$ cat src/pkg/sync_slave_defs.svh
// register map, field positions and reset values of the serial port
`ifndef SYNC_SLAVE_DEFS_SVH
`define SYNC_SLAVE_DEFS_SVH

// =====================================================================
// register indices, byte address is index times four
`define TXCS_IDX    12'h11e
`define RCCS_IDX    12'h11d
`define RXDATA_IDX  12'h119
`define TXDATA_IDX  12'h11a
`define IRQEN_IDX   12'h120
`define REG_ADDR(i) {i, 2'b00}
`define ADDR_HI_ZERO 18'h00000

// =====================================================================
// transmit control/status fields
`define TXCS_CLKSRC 7
`define TXCS_NINE   6
`define TXCS_TXON   5
`define TXCS_SYNC   4
`define TXCS_BRK    3
`define TXCS_FAST   2
`define TXCS_EMPTY  1
`define TXCS_NINTH  0
`define TXCS_RST    8'h02
`define TXCS_WMASK  8'hfd

// =====================================================================
// receive control/status fields
`define RCCS_PORT   7
`define RCCS_NINE   6
`define RCCS_ONCE   5
`define RCCS_CONT   4
`define RCCS_RST    8'h00
`define RCCS_WMASK  8'hf0

// =====================================================================
// interrupt enable and flag register
`define IRQEN_TXIE  0
`define IRQEN_RCIE  1
`define IRQEN_PERI  2
`define IRQEN_RST   8'h00
`define IRQEN_WMASK 8'h07

// =====================================================================
// character lengths
`define BITS8       4'h8
`define BITS9       4'h9

`endif

$ cat src/pkg/sync_slave_pkg.sv
// types shared by the synchronous slave serial port
package sync_slave_pkg;

   // =================================================================
   // one received or transmitted character, ninth bit on top
   typedef logic [8:0] char_t;

   // =================================================================
   // operating mode decoded from the control bits
   typedef enum {
      PORT_OFF,
      PORT_OTHER,
      PORT_SLAVE_TX,
      PORT_SLAVE_RX
   } port_mode_t;

endpackage : sync_slave_pkg

$ cat src/verilog/sync_serial_slave_port.sv
// synchronous slave serial port with its ahb-lite register slave
//
// Added by the designer: register access over AHB-Lite.
`timescale 1ns/1ns
`include "sync_slave_defs.svh"
// =====================================================================
// How it works
// RULE1 - slave when sync set, source clear, enabled
// RULE2 - any receive enable set means receiver
// RULE3 - first write loads shifter, second waits
// RULE4 - after last bit reload, then set flag
// RULE5 - flag with both enables raises wake request
// RULE6 - transmit bits move only on master clocks
// RULE7 - continuous enable controls reception; single ignored
// RULE8 - full word to data register, flag, interrupt
// RULE9 - only slave mode shifts while asleep
// RULE10 - both shifters run from external clock pin
// RULE11 - software empties receive buffer before sleep
// RULE12 - software fills both transmit stages before sleep
// RULE13 - holding write clears flag, waits for shifter
// RULE14 - clearing continuous or port enable clears overrun
// RULE15 - ninth received bit read before low byte
// RULE16 - nine bit transmit uses stored ninth bit
// RULE17 - clock source picks master or slave
// RULE18 - mode bit picks synchronous or asynchronous
// RULE19 - break request is async only, inert here
// RULE20 - high baud select ignored in synchronous mode
// RULE21 - shifter empty status, reset value one
// RULE22 - receive enables override transmit enable
// RULE23 - change on leading edge, sample trailing
// RULE24 - two deep buffer, third char sets overrun
module sync_serial_slave_port #(
   parameter int RX_DEPTH = 2
) (
   // clock, reset, enable
   input  wire logic        I_CLK,
   input  wire logic        I_RST,
   input  wire logic        I_CE,
   // ahb-lite slave
   input  wire logic        I_HSEL,
   input  wire logic [31:0] I_HADDR,
   input  wire logic [1:0]  I_HTRANS,
   input  wire logic        I_HWRITE,
   input  wire logic [2:0]  I_HSIZE,
   input  wire logic [31:0] I_HWDATA,
   input  wire logic        I_HREADY,
   output logic             O_HREADYOUT,
   output logic             O_HRESP,
   output logic [31:0]      O_HRDATA,
   // serial clock pin, input only in slave mode
   input  wire logic        I_SCK,
   // serial data pin
   input  wire logic        I_DT,
   output logic             O_DT_OUT,
   output logic             O_DT_OE,
   // interrupt requests and wake
   output logic             O_TX_IRQ,
   output logic             O_RX_IRQ,
   output logic             O_WAKE
);

   localparam int PW = (RX_DEPTH > 1) ? $clog2(RX_DEPTH) : 1;

   if (RX_DEPTH < 1 || RX_DEPTH > 16) begin : g_bad_depth
      $error("RX_DEPTH must lie in 1..16");
   end

   // =================================================================
   // declarations
   logic [7:0]                 txcs;
   logic [7:0]                 rccs;
   logic [7:0]                 irqen;
   logic [13:0]                addr_q;
   logic                       wr_pend;
   logic                       rd_wait;
   logic                       addr_ph;
   logic [7:0]                 rd_val;
   logic                       wr_txcs;
   logic                       wr_rccs;
   logic                       wr_txd;
   logic                       wr_irq;
   logic                       rd_rxd;
   logic                       port_on;
   logic                       cont_rx;
   sync_slave_pkg::port_mode_t port_mode;
   logic                       slave_mode;
   logic                       tx_go;
   logic                       rx_go;
   logic                       sck_q;
   logic                       sck_rise;
   logic                       sck_fall;
   logic [7:0]                 thr;
   logic                       thr_full;
   sync_slave_pkg::char_t      tx_sreg;
   logic [3:0]                 tx_left;
   logic                       tx_busy;
   logic                       load;
   logic                       txif;
   sync_slave_pkg::char_t      rx_sreg;
   sync_slave_pkg::char_t      next_rx_sreg;
   logic [3:0]                 rx_cnt;
   logic [3:0]                 rx_bits;
   logic                       rx_done;
   sync_slave_pkg::char_t      rx_word;
   sync_slave_pkg::char_t      fifo [RX_DEPTH];
   logic [PW-1:0]              wr_ptr;
   logic [PW-1:0]              rd_ptr;
   logic [PW:0]                count;
   logic                       full;
   logic                       empty;
   logic                       push;
   logic                       pop;
   logic                       ovr_set;
   logic                       overrun;

   // =================================================================
   // ahb-lite: writes take no wait, reads one wait state so that the
   // answer comes from a flop and sees the previous write
   assign addr_ph     = I_HSEL & I_HTRANS[1] & I_HREADY;
   assign O_HREADYOUT = ~rd_wait;
   assign O_HRESP     = 1'b0;

   always_ff @(posedge I_CLK) begin
      if (I_RST) begin
         addr_q  <= 14'h0000;
         wr_pend <= 1'b0;
         rd_wait <= 1'b0;
      end else if (I_CE) begin
         wr_pend <= addr_ph & I_HWRITE
                  & (I_HADDR[31:14] == `ADDR_HI_ZERO);
         rd_wait <= addr_ph & ~I_HWRITE;
         if (addr_ph) begin
            // unmapped high addresses decode to an unused word
            addr_q <= (I_HADDR[31:14] == `ADDR_HI_ZERO)
                    ? I_HADDR[13:0] : 14'h0001;
         end
      end
   end

   assign wr_txcs = wr_pend & (addr_q == `REG_ADDR(`TXCS_IDX));
   assign wr_rccs = wr_pend & (addr_q == `REG_ADDR(`RCCS_IDX));
   assign wr_txd  = wr_pend & (addr_q == `REG_ADDR(`TXDATA_IDX));
   assign wr_irq  = wr_pend & (addr_q == `REG_ADDR(`IRQEN_IDX));
   assign rd_rxd  = rd_wait & (addr_q == `REG_ADDR(`RXDATA_IDX));

   always_comb begin
      rd_val = 8'h00;
      if (addr_q == `REG_ADDR(`TXCS_IDX)) begin
         rd_val = {txcs[7:2], ~tx_busy, txcs[0]}; // RULE21
      end else if (addr_q == `REG_ADDR(`RCCS_IDX)) begin
         // ninth bit of the top character, read before the low byte
         rd_val = {rccs[7:4], 2'b00, overrun, fifo[rd_ptr][8]}; // RULE15
      end else if (addr_q == `REG_ADDR(`RXDATA_IDX)) begin
         rd_val = fifo[rd_ptr][7:0]; // RULE8
      end else if (addr_q == `REG_ADDR(`IRQEN_IDX)) begin
         rd_val = {2'b00, ~empty, txif, 1'b0, irqen[2:0]};
      end
   end

   always_ff @(posedge I_CLK) begin
      if (I_RST) begin
         O_HRDATA <= 32'h00000000;
      end else if (I_CE && rd_wait) begin
         O_HRDATA <= {24'h000000, rd_val};
      end
   end

   // =================================================================
   // control registers
   always_ff @(posedge I_CLK) begin
      if (I_RST) begin
         txcs <= `TXCS_RST; // RULE21
      end else if (I_CE && wr_txcs) begin
         // break request and high baud only act in async framing
         txcs <= (I_HWDATA[7:0] & `TXCS_WMASK)
               | (txcs & ~`TXCS_WMASK); // RULE19 RULE20
      end
   end

   always_ff @(posedge I_CLK) begin
      if (I_RST) begin
         rccs <= `RCCS_RST;
      end else if (I_CE && wr_rccs) begin
         rccs <= I_HWDATA[7:0] & `RCCS_WMASK;
      end
   end

   always_ff @(posedge I_CLK) begin
      if (I_RST) begin
         irqen <= `IRQEN_RST;
      end else if (I_CE && wr_irq) begin
         irqen <= I_HWDATA[7:0] & `IRQEN_WMASK;
      end
   end

   // =================================================================
   // mode decode
   assign port_on = rccs[`RCCS_PORT];
   assign cont_rx = rccs[`RCCS_CONT];

   always_comb begin
      if (!port_on) begin
         port_mode = sync_slave_pkg::PORT_OFF;
      end else if (!txcs[`TXCS_SYNC] || txcs[`TXCS_CLKSRC]) begin
         // async or clock master: engines not in this block
         port_mode = sync_slave_pkg::PORT_OTHER; // RULE17 RULE18
      end else if (rccs[`RCCS_ONCE] || cont_rx) begin
         port_mode = sync_slave_pkg::PORT_SLAVE_RX; // RULE2 RULE22
      end else begin
         port_mode = sync_slave_pkg::PORT_SLAVE_TX; // RULE2
      end
   end

   // outside slave mode nothing shifts, asleep or awake
   assign slave_mode = (port_mode == sync_slave_pkg::PORT_SLAVE_RX)
                     | (port_mode == sync_slave_pkg::PORT_SLAVE_TX);
   assign tx_go = (port_mode == sync_slave_pkg::PORT_SLAVE_TX)
                & txcs[`TXCS_TXON]; // RULE1 RULE9
   // single receive enable only selects direction, never starts
   assign rx_go = (port_mode == sync_slave_pkg::PORT_SLAVE_RX)
                & cont_rx & ~overrun; // RULE1 RULE7 RULE24

   // =================================================================
   // external clock edges; the pin is synchronous to I_CLK
   always_ff @(posedge I_CLK) begin
      if (I_RST) begin
         sck_q <= 1'b0;
      end else if (I_CE) begin
         sck_q <= I_SCK;
      end
   end

   assign sck_rise = I_SCK & ~sck_q; // RULE10
   assign sck_fall = ~I_SCK & sck_q; // RULE10

   // =================================================================
   // transmit holding register
   assign tx_busy  = (tx_left != 4'h0);
   assign load     = tx_go & thr_full & ~tx_busy; // RULE3 RULE4
   assign txif     = ~thr_full; // RULE4 RULE13

   always_ff @(posedge I_CLK) begin
      if (I_RST) begin
         thr      <= 8'h00;
         thr_full <= 1'b0;
      end else if (I_CE) begin
         if (wr_txd) begin
            thr      <= I_HWDATA[7:0]; // RULE13
            thr_full <= 1'b1; // RULE13
         end else if (load || !port_on) begin
            thr_full <= 1'b0; // RULE4
         end
      end
   end

   // =================================================================
   // transmit shifter: drive on the leading edge, count on trailing
   always_ff @(posedge I_CLK) begin
      if (I_RST) begin
         tx_sreg  <= 9'h000;
         tx_left  <= 4'h0;
         O_DT_OUT <= 1'b0;
      end else if (I_CE) begin
         if (!port_on) begin
            tx_left  <= 4'h0; // RULE14
            O_DT_OUT <= 1'b0;
         end else if (load) begin
            tx_sreg <= {txcs[`TXCS_NINTH], thr}; // RULE16
            tx_left <= txcs[`TXCS_NINE] ? `BITS9 : `BITS8; // RULE16
         end else if (tx_go && tx_busy) begin
            if (sck_rise) begin
               O_DT_OUT <= tx_sreg[0]; // RULE6 RULE23
               tx_sreg  <= {1'b0, tx_sreg[8:1]};
            end else if (sck_fall) begin
               tx_left <= tx_left - 4'h1; // RULE23
            end
         end
      end
   end

   assign O_DT_OE = tx_go;

   // =================================================================
   // receive shifter: sample on the trailing edge
   assign rx_bits      = rccs[`RCCS_NINE] ? `BITS9 : `BITS8;
   assign next_rx_sreg = {I_DT, rx_sreg[8:1]};

   always_ff @(posedge I_CLK) begin
      if (I_RST) begin
         rx_sreg <= 9'h000;
         rx_cnt  <= 4'h0;
         rx_done <= 1'b0;
         rx_word <= 9'h000;
      end else if (I_CE) begin
         rx_done <= 1'b0;
         if (!rx_go) begin
            // a partial character is dropped
            rx_cnt <= 4'h0; // RULE7
         end else if (sck_fall) begin
            rx_sreg <= next_rx_sreg; // RULE10 RULE23
            if (rx_cnt + 4'h1 == rx_bits) begin
               rx_cnt  <= 4'h0;
               rx_done <= 1'b1; // RULE8
               rx_word <= rccs[`RCCS_NINE] ? next_rx_sreg
                        : {1'b0, next_rx_sreg[8:1]};
            end else begin
               rx_cnt <= rx_cnt + 4'h1;
            end
         end
      end
   end

   // =================================================================
   // receive buffer
   assign full    = (count == (PW+1)'(RX_DEPTH));
   assign empty   = (count == '0);
   assign push    = rx_done & ~full; // RULE8
   assign ovr_set = rx_done & full; // RULE24
   assign pop     = rd_rxd & ~empty & I_CE;

   always_ff @(posedge I_CLK) begin
      if (I_CE && push) begin
         fifo[wr_ptr] <= rx_word; // RULE8
      end
   end

   always_ff @(posedge I_CLK) begin
      if (I_RST) begin
         wr_ptr <= '0;
         rd_ptr <= '0;
         count  <= '0;
      end else if (I_CE) begin
         if (!port_on) begin
            wr_ptr <= '0; // RULE14
            rd_ptr <= '0;
            count  <= '0;
         end else begin
            if (push) begin
               wr_ptr <= (wr_ptr == PW'(RX_DEPTH-1))
                       ? '0 : wr_ptr + PW'(1);
            end
            if (pop) begin
               rd_ptr <= (rd_ptr == PW'(RX_DEPTH-1))
                       ? '0 : rd_ptr + PW'(1);
            end
            count <= count + (PW+1)'(push) - (PW+1)'(pop);
         end
      end
   end

   // overrun set wins over a clear in the same cycle
   always_ff @(posedge I_CLK) begin
      if (I_RST) begin
         overrun <= 1'b0;
      end else if (I_CE) begin
         if (ovr_set) begin
            overrun <= 1'b1; // RULE24
         end else if (!cont_rx || !port_on) begin
            overrun <= 1'b0; // RULE14
         end
      end
   end

   // =================================================================
   // interrupt requests, usable as wake from sleep
   assign O_TX_IRQ = txif & irqen[`IRQEN_PERI]
                   & irqen[`IRQEN_TXIE]; // RULE5
   assign O_RX_IRQ = ~empty & irqen[`IRQEN_RCIE]; // RULE8
   assign O_WAKE   = O_TX_IRQ | O_RX_IRQ; // RULE5 RULE8
endmodule : sync_serial_slave_port

$ cat config.mk
export PLATFORM = sky130hd
export DESIGN_NAME = sync_serial_slave_port
export DESIGN_NICKNAME = d
export VERILOG_FILES = /design/src/pkg/sync_slave_pkg.sv /design/src/verilog/sync_serial_slave_port.sv
export VERILOG_INCLUDE_DIRS = /design/src /design/src/pkg
export SDC_FILE = /design/constraint.sdc
export NUM_CORES = 1
export LEC_CHECK = 0
export BUFFER_PORTS_ARGS = -buffer_cell sky130_fd_sc_hd__buf_2
export CAP_MARGIN = 20
export CORE_MARGIN = 2
export CORE_UTILIZATION = 25
export DETAILED_ROUTE_END_ITERATION = 6
export GPL_TIMING_DRIVEN = 0
export PLACE_DENSITY = 0.5
export SYNTH_ARGS = -nofsm -noshare
export SYNTH_HDL_FRONTEND = slang
export SYNTH_SLANG_ARGS = --single-unit
export TNS_END_PERCENT = 100
$ cat constraint.sdc
create_clock -name I_CLK -period 2.92 [get_ports I_CLK]
set_input_delay 0.438 -clock I_CLK [delete_from_list [all_inputs] [get_ports I_CLK]]
set_output_delay 0.438 -clock I_CLK [all_outputs]
set_load 0.02 [all_outputs]
==> results.txt, run 1 <==
The flow ran to the end, and the final reports show no timing, DRC or antenna violations. The global route total overflow came out at 0. Net switching is about a quarter of the power.

The clock period minus worst slack came out at 2.859 ns. TritonCTS built the clock tree. The library cells used most frequently in the layout, excluding fill and tap cells, are dfxtp_1, buf_2, a21oi_1. The count of pins over their slew limit came out at 0. The number of diodes added for antenna fixing came out at 0. The routed wirelength normalized by instance count came out at 16.28 µm. The total die area is ~22000 µm². The number of cell instances on the worst register-to-register path came out at 10. The number of antenna violations at the first check in global routing came out at 1. The sum of net half-perimeters after detailed placement came out at about 12000 µm. Sequential elements use between 40% and 50% of the synthesized area.

STA classifies the critical path startpoint as a register. The clock share of power is between 40% and 50%. The arrival time reported for the critical path endpoint is 3.08 ns. The largest net degree at the start of global routing came out at 20. The synthesized design contains 108 register bits. The final setup violation count came out at 0.

Wires add up to around 16000 µm. The headroom to the max-slew limit came out at approximately a third. The area growth from synthesis to layout is 21.15%. The number of rows in the core area came out at 52. The vertical die dimension came out at 148.2 µm.

Along the worst hold path, the cell count comes to 2. The fraction of layout cells with a size suffix above 1 came out at 20.88%. After routing the design area is 6294 µm². The final cell utilization of the core came out at 31.00%. The gate count of the mapped netlist is a little under 600. In this run the power spent charging and discharging nets is around 0.0007 W.

In this run the deepest clock path goes through 2 buffers. The number of synthesized flops with an enable pin came out at 18. The library cell used most frequently in the layout, excluding fill and tap cells, is dfxtp_1. Cell internal power was estimated by the tool at 0.002159 W. The number of sinks driven by the clock tree came out at ~110. The clock network latency to the later pin of the worst-skew pair came out at 0.36 ns. The number of remaining DRC errors is 0. By startpoint and endpoint, the worst setup path is classified as reg -> reg. Timing would allow up to 349.8 MHz.

The placeable core region came out at approximately 20000 µm². The required time at the endpoint of the critical path is 3.14 ns. The static leakage power is 2.225 nW. The first detailed-routing pass ran for 5 iterations.

In this run the worst path has a maximum fanout of 4. The via count of the first global-routing pass is 4271. Setup repair after global routing could not meet its margin everywhere. The final hold violation count came out at 0. The cell area that synthesis handed to floorplanning was between 5000 and 6000 µm². The worst hold path belongs to the class in -> reg. The H-tree was split into 3 levels. The net count of the finished layout came out at 761. In this run the power density over the cells is 454.9 nW/µm².

For the pin with the worst max-slew slack, the measured transition is 1.017 ns. Of all flip-flops after synthesis, the portion carrying an async set or reset was 0%. The quantity of hold-fixing buffers added after cts is 0. The width of the chip came out at 148.2 µm. For this run, the leading register cell type out of synthesis is dfxtp_1.

The initial utilization of the core area, before any placement, comes to 25.59%. The routed via count came out at between 4000 and 5000. The yosys synthesis warning count is 0.

Once placement finished, the instance area stood at 5928 µm². The final RePlAce weighted congestion is 0.8384. The tightest hold path in the finished design has a slack of approximately 0.32 ns. For the final database, setup skew stands at approximately 0.0064 ns.

The number of I/O pins came out at 116. The fraction of power consumed by combinational cells came out at approximately 5.7%. The sort of element at the end of the critical path is a register. The sequential cell fraction of total power is between 50% and 60%. The distinct cell type count after synthesis came out at 63. The wire length of the first global-routing pass came out at 23940 µm. The number of buffers created by CTS is 9.

The count of buffers added on input and output ports is 61. A synthesized cell averages 8.988 µm². The maximum vdd ir drop came out at 0.0002674 V. The count of max-cap constraint violations is 0.

After clock tree synthesis, the clock-pin slew on the worst setup and hold paths is 0.08 ns. The number of vias per cell came out at 4.901. The DRC marker count from the first detailed-route iteration came out at ~290.

The cell sitting at the root of the clock tree is a clkbuf_16. Global routing used 14.09% of the available tracks across all layers. The period utilization came out at just under 100%. The number of nets with antenna violations after detailed routing is 0. Overall power consumption after layout is estimated at 0.002863 W.
## worst max-delay path: stages, from the launching register on
cell and delay (ns):
dfxtp_4 0.36, or4b_4 0.53, or4_4 0.58, nor3_4 0.13, ha_1 0.24, inv_1 0.06, ha_2 0.16, xor2_1 0.17
mux2_4 0.32, a22oi_2 0.11, nor2_1 0.06
## sequential cells by signal, summed over array words and instances, names as in the netlist, 2 cells and up, named ones only
signal    flops
addr_q       14
count         2
txcs          7
thr           8
tx_left       4
rx_cnt        4
O_HRDATA      8
fifo         18
rx_sreg       8
irqen         3
rx_word       9
rccs          4
tx_sreg       9
## worst paths after layout
| path | from | endpoint | slack, ns |
|---|---|---|---|
| setup / recovery | addr_q[0]$_SDFFE_PP0P_ | count[1]$_SDFFE_PP0P_ | 0.06 |
| hold / removal | I_HADDR[0] | addr_q[0]$_SDFFE_PP0P_ | 0.32 |
| setup reg to reg | addr_q[0]$_SDFFE_PP0P_ | count[1]$_SDFFE_PP0P_ | 0.06 |
| hold reg to reg | rx_word[2]$_SDFFE_PP0P_ | fifo[0][2]$_DFFE_PP_ | 0.46 |
## power by group through the flow
stage | Clock [W] | Combinational, W | Sequential (W)
after global routing | 0.00127 | 0.000178 | 0.00151
after global placement | 0 | 0.000162 | 0.00155
after CTS | 0.00122 | 0.000162 | 0.00151
final | 0.00119 | 0.000164 | 0.00151
after detailed placement | 0 | 0.000161 | 0.00155
after floorplan | 0 | 0.0000961 | 0.00155
## synthesized netlist by cell type, types with 15 or more instances
cell | number | area [µm²]
dfxtp_1 | 90 | 1802
a21oi_1 | 55 | 275.3
mux2_2 | 15 | 168.9
nor2_1 | 37 | 138.9
buf_4 | 25 | 187.7
edfxtp_1 | 18 | 540.5
nand2_1 | 39 | 146.4
nand3_1 | 31 | 155.2
a32oi_1 | 15 | 131.4
nor3_1 | 16 | 80.08
clkbuf_1 | 31 | 116.4
o21ai_0 | 33 | 165.2
## per-stage QoR
step	setup WS, ns	TNS [ns]	std cells
5_1_grt	-0.04817	-0.04817	955
2_1_floorplan	0.07094	0	602
6_report	0.06095	0	955
3_3_place_gp	-0.2505	-1.218	933
4_1_cts	0.007196	0	950
3_5_place_dp	-0.2455	-1.029	933
## layout make-up
type	instances	area, µm²
buffer	59	316.6
clock buffer	9	225.2
clock inverter	7	58.81
fill	2188	14010
inverter	12	45.04
multi-input combinational	423	2610
sequential	108	2355
tap	270	337.8
timing repair buffer	67	345.3
## layer usage
layer	vias up	track usage, %	part of all wire [%]
li1	2311	-	-
met1	2232	20.13	48
met2	128	21.74	45
met3	7	3.589	6.2
met4	2	2.524	0.60
met5	-	0	0.084
## kinds of logic (layout without fill, tap and decap cells)
family | count (synthesis) | after routing | share of synthesized area [%]
and+or+nand+nor | 201 | 201 | 21.19
AOI/OAI and AO/OA | 162 | 162 | 19.53
DFF | 108 | 108 | 45.09
buffers and inverters | 71 | 154 | 6.960
muxes | 25 | 25 | 5.178
xor gates and xnor gates | 6 | 6 | 1.012
adders and majority gates | 4 | 4 | 0.9634
other | 1 | 25 | 0.07219
## what timing repair did
| item | CTS | global route |
|---|---|---|
| pin swaps | 2 | 5 |
| resized for setup | 6 | 7 |
| endpoints found under the setup margin | 1 | 2 |
| setup buffers | 1 | 3 |
| hold endpoints to repair | 0 | 0 |
(Power assumes the default switching activity.)
==> run 2: changes to the inputs <==
--- a/config.mk
+++ b/config.mk
@@ -8,6 +8,7 @@
 export LEC_CHECK = 0
 export BUFFER_PORTS_ARGS = -buffer_cell sky130_fd_sc_hd__buf_2
 export CAP_MARGIN = 20
+export CORE_ASPECT_RATIO = 1.5
 export CORE_MARGIN = 2
 export CORE_UTILIZATION = 25
 export DETAILED_ROUTE_END_ITERATION = 6
==> run 2 against run 1 <==
Die area up 0.11%. Count of clock-buffer cells in the layout is 1 higher. Maximum frequency is 0.43% higher. Utilization fell by 0.18 points. Largest cell class unchanged.
==> results.txt, run 2 (synthesis results as in run 1) <==
The flow ran to the end, and the final reports show no timing, DRC or antenna violations. The number of vias per cell is 4.875 (-0.53%). Setup repair after global routing could not meet its margin everywhere.

The register-to-register path setup slack is 0.07 ns (about the same). The final standard cell count with taps included and fillers excluded is 949 (-0.63%). The final hold violation count came to 0 (unchanged). The number of rows in the core area is 64 (+23%).

The clock period minus worst slack came out at 2.847 ns (-0.01228 ns). The met1 wire length is 6170 µm (-18%). The wire length of the first global-routing pass is 24310 µm (+1.6%). The met2 wirelength from detailed routing came out at 8845 µm (+27%). The maximum clock frequency is 351.3 MHz (+0.43%).

The sum of net half-perimeters after detailed placement came out at 12060 µm (+4.0%). The number of antenna violations at the first check in global routing came out at 0 (-1). The final setup violation count is 0 (unchanged). Leaving out fill and tap cells, the most frequent cell in the layout is dfxtp_1. The quantity of hold-fixing buffers added after cts came to 0 (unchanged). The total power draw is 0.002899 W (+1.3%). In the layout the commonest cells are dfxtp_1, buf_2, a21oi_1. The largest fanout of any net on the critical path is 4 (unchanged). The cell count after placement is 927 (-0.64%). The number of nets with antenna violations after detailed routing is 0 (unchanged). The via count of the first global-routing pass is 4522 (+5.9%). The overall fraction of global-route tracks in use came out at 14.34% (+0.25 points). The ratio of total power to cell area was 460.7 nW/µm² (+1.3%).

The least setup slack across all paths after layout came out at 0.07323 ns (+0.01228 ns). The placement-stage worst setup slack is -0.2202 ns (+0.02528 ns). The width of the chip is 121.7 µm (-18%). The worst clock skew is 0.01261 ns (+0.006196 ns). The worst hold path belongs to the class in -> reg.

The worst hold path terminates at addr_q[0]$_SDFFE_PP0P_. The worst hold path begins at I_HADDR[0]. The slew at the pin closest to its max-slew limit is 1.028 ns (+0.01152 ns). The number of diodes added for antenna fixing came to 0 (unchanged).

The worst setup path is of the reg -> reg kind. The first-pass iteration count of the detailed router came out at 5 (unchanged). The clock tree buffer depth came out at 2 (unchanged). The number of sinks driven by the clock tree was 108 (unchanged). The routed via count came out at 4626 (-1.2%). In the final layout, the registers with the most flip-flops are fifo: 18 flops, addr_q: 14 flops.

STA classifies the critical path endpoint as a register. Clock tree synthesis selected as its root buffer the cell clkbuf_16. The DRC marker count from the first detailed-route iteration came out at 279 (-2.4%).

The final wirelength came out at 15770 µm (+1.4%). The number of remaining DRC errors is 0 (unchanged). The number of I/O pins is 116 (unchanged). The count of max-cap constraint violations is 0 (unchanged). The maximum vdd ir drop came out at 0.0003030 V (+13%).

The starting utilization of the core area is 25.44% (-0.15 points). The clock transition time at the flip-flop clock pins of the worst setup and hold paths is 0.08 ns (about the same). The largest net degree at the start of global routing came out at 20 (unchanged). The headroom to the max-slew limit is 31.32% (-0.35 points). The number of cell instances on the worst register-to-register path is 10 (unchanged). The count of pins over their slew limit is 0 (unchanged). The type of element launching the critical path is a register.

The period utilization is 97.49% (-0.42 points). The number of flip-flops under the largest register name was 18 (unchanged). The number of levels the H-tree was split into is 3 (unchanged).

The vertical die dimension is 180.6 µm (+22%). The arrival time reported for the critical path endpoint was 3.07 ns (about the same). The fraction of layout cells with a size suffix above 1 is 20.88% (unchanged). The count of buffers inserted at the top-level ports was 61 (unchanged). The smallest hold slack is 0.3307 ns (+0.01282 ns). The register with the highest flop count is fifo.

The static leakage power is 2.234 nW (+0.39%). The net count of the finished layout was 761 (unchanged). The routed wirelength normalized by instance count came out at 16.61 µm (+2.0%).

The clock tree from TritonCTS is built. Routed signal wires occupy layers up through met4. The met3 wire length came out at 374 µm (-61%). The hold-critical path depth came out at 2 (unchanged). The total die area is 21970 µm² (+0.11%). The final RePlAce weighted congestion was 0.8249 (-1.6%). The number of buffers created by CTS came out at 9 (unchanged).

In this run the critical register-to-register path is launched from addr_q[0]$_SDFFE_PP0P_. The required time at the endpoint of the critical path is 3.14 ns (about the same). The area growth from synthesis to layout came out at 21.15% (unchanged). The placeable core region came out at 20420 µm² (+0.59%). The clock network latency to the later pin of the worst-skew pair came out at 0.35 ns (about the same). The global route total overflow came out at 0 (unchanged). The reg-to-reg critical path endpoint is count[1]$_SDFFE_PP0P_.
[run 2: report_power, final]
group          leakage, nW  switching (W)  internal [W]
clock network        0.140       0.000605      0.000620
logic                 1.16       0.000104     0.0000606
registers            0.937     0.00000308       0.00151
[run 2: cell type report]
cell class	count	area (µm²)
multi-input cells	423	2604
flip-flops and latches	108	2355
repair buffers	67	345.3
clock inverters	6	57.56
plain buffers	59	317.8
inverters	12	45.04
fillers	2179	14130
well taps	264	330.3
clock buffers	10	239.0
[run 2: what timing repair did]
item | in CTS | in global routing
setup buffers | 2 | 2
gates cloned | 0 | 0
pin swaps | 2 | 5
endpoints found under the setup margin | 1 | 1
gates resized for setup | 6 | 8
[run 2: worst max path at each step]
| stage | endpoint | slack, ns | start | cells past startpoint |
|---|---|---|---|---|
| floorplan | count[1]$_SDFFE_PP0P_ | 0.07 | addr_q[0]$_SDFFE_PP0P_ | 10 |
| global placement | count[1]$_SDFFE_PP0P_ | -0.23 | addr_q[2]$_SDFFE_PP0P_ | 10 |
| detailed placement | count[1]$_SDFFE_PP0P_ | -0.22 | addr_q[2]$_SDFFE_PP0P_ | 10 |
| CTS | count[1]$_SDFFE_PP0P_ | 0.03 | addr_q[1]$_SDFFE_PP0P_ | 10 |
| global route | count[1]$_SDFFE_PP0P_ | -0.01 | addr_q[0]$_SDFFE_PP0P_ | 10 |
| finish | count[1]$_SDFFE_PP0P_ | 0.07 | addr_q[0]$_SDFFE_PP0P_ | 10 |
[run 2: per-layer routing]
metal	up-vias	GRT usage (%)
met5	-	0
met4	0	5.333
met3	22	1.804
met2	89	28.13
met1	2193	15.13
li1	2322	-
[run 2: critical path, stage by stage, from the launching register on]
cell	delay [ns]
dfxtp_4	0.36
or4b_4	0.54
or4_4	0.58
nor3_4	0.12
ha_1	0.24
inv_1	0.06
ha_2	0.16
xor2_1	0.18
mux2_4	0.32
a22oi_2	0.11
nor2_1	0.05
[run 2: through the flow]
stage | utilization [%] | cell area, µm² | setup TNS, ns
finish | 30.82 | 6294 | 0
global route | 30.82 | 6294 | -0.01129
CTS | 30.58 | 6245 | 0
detailed placement | 29.00 | 5921 | -0.2925
global placement | 29.00 | 5921 | -0.5432
floorplan | - | 5285 | 0
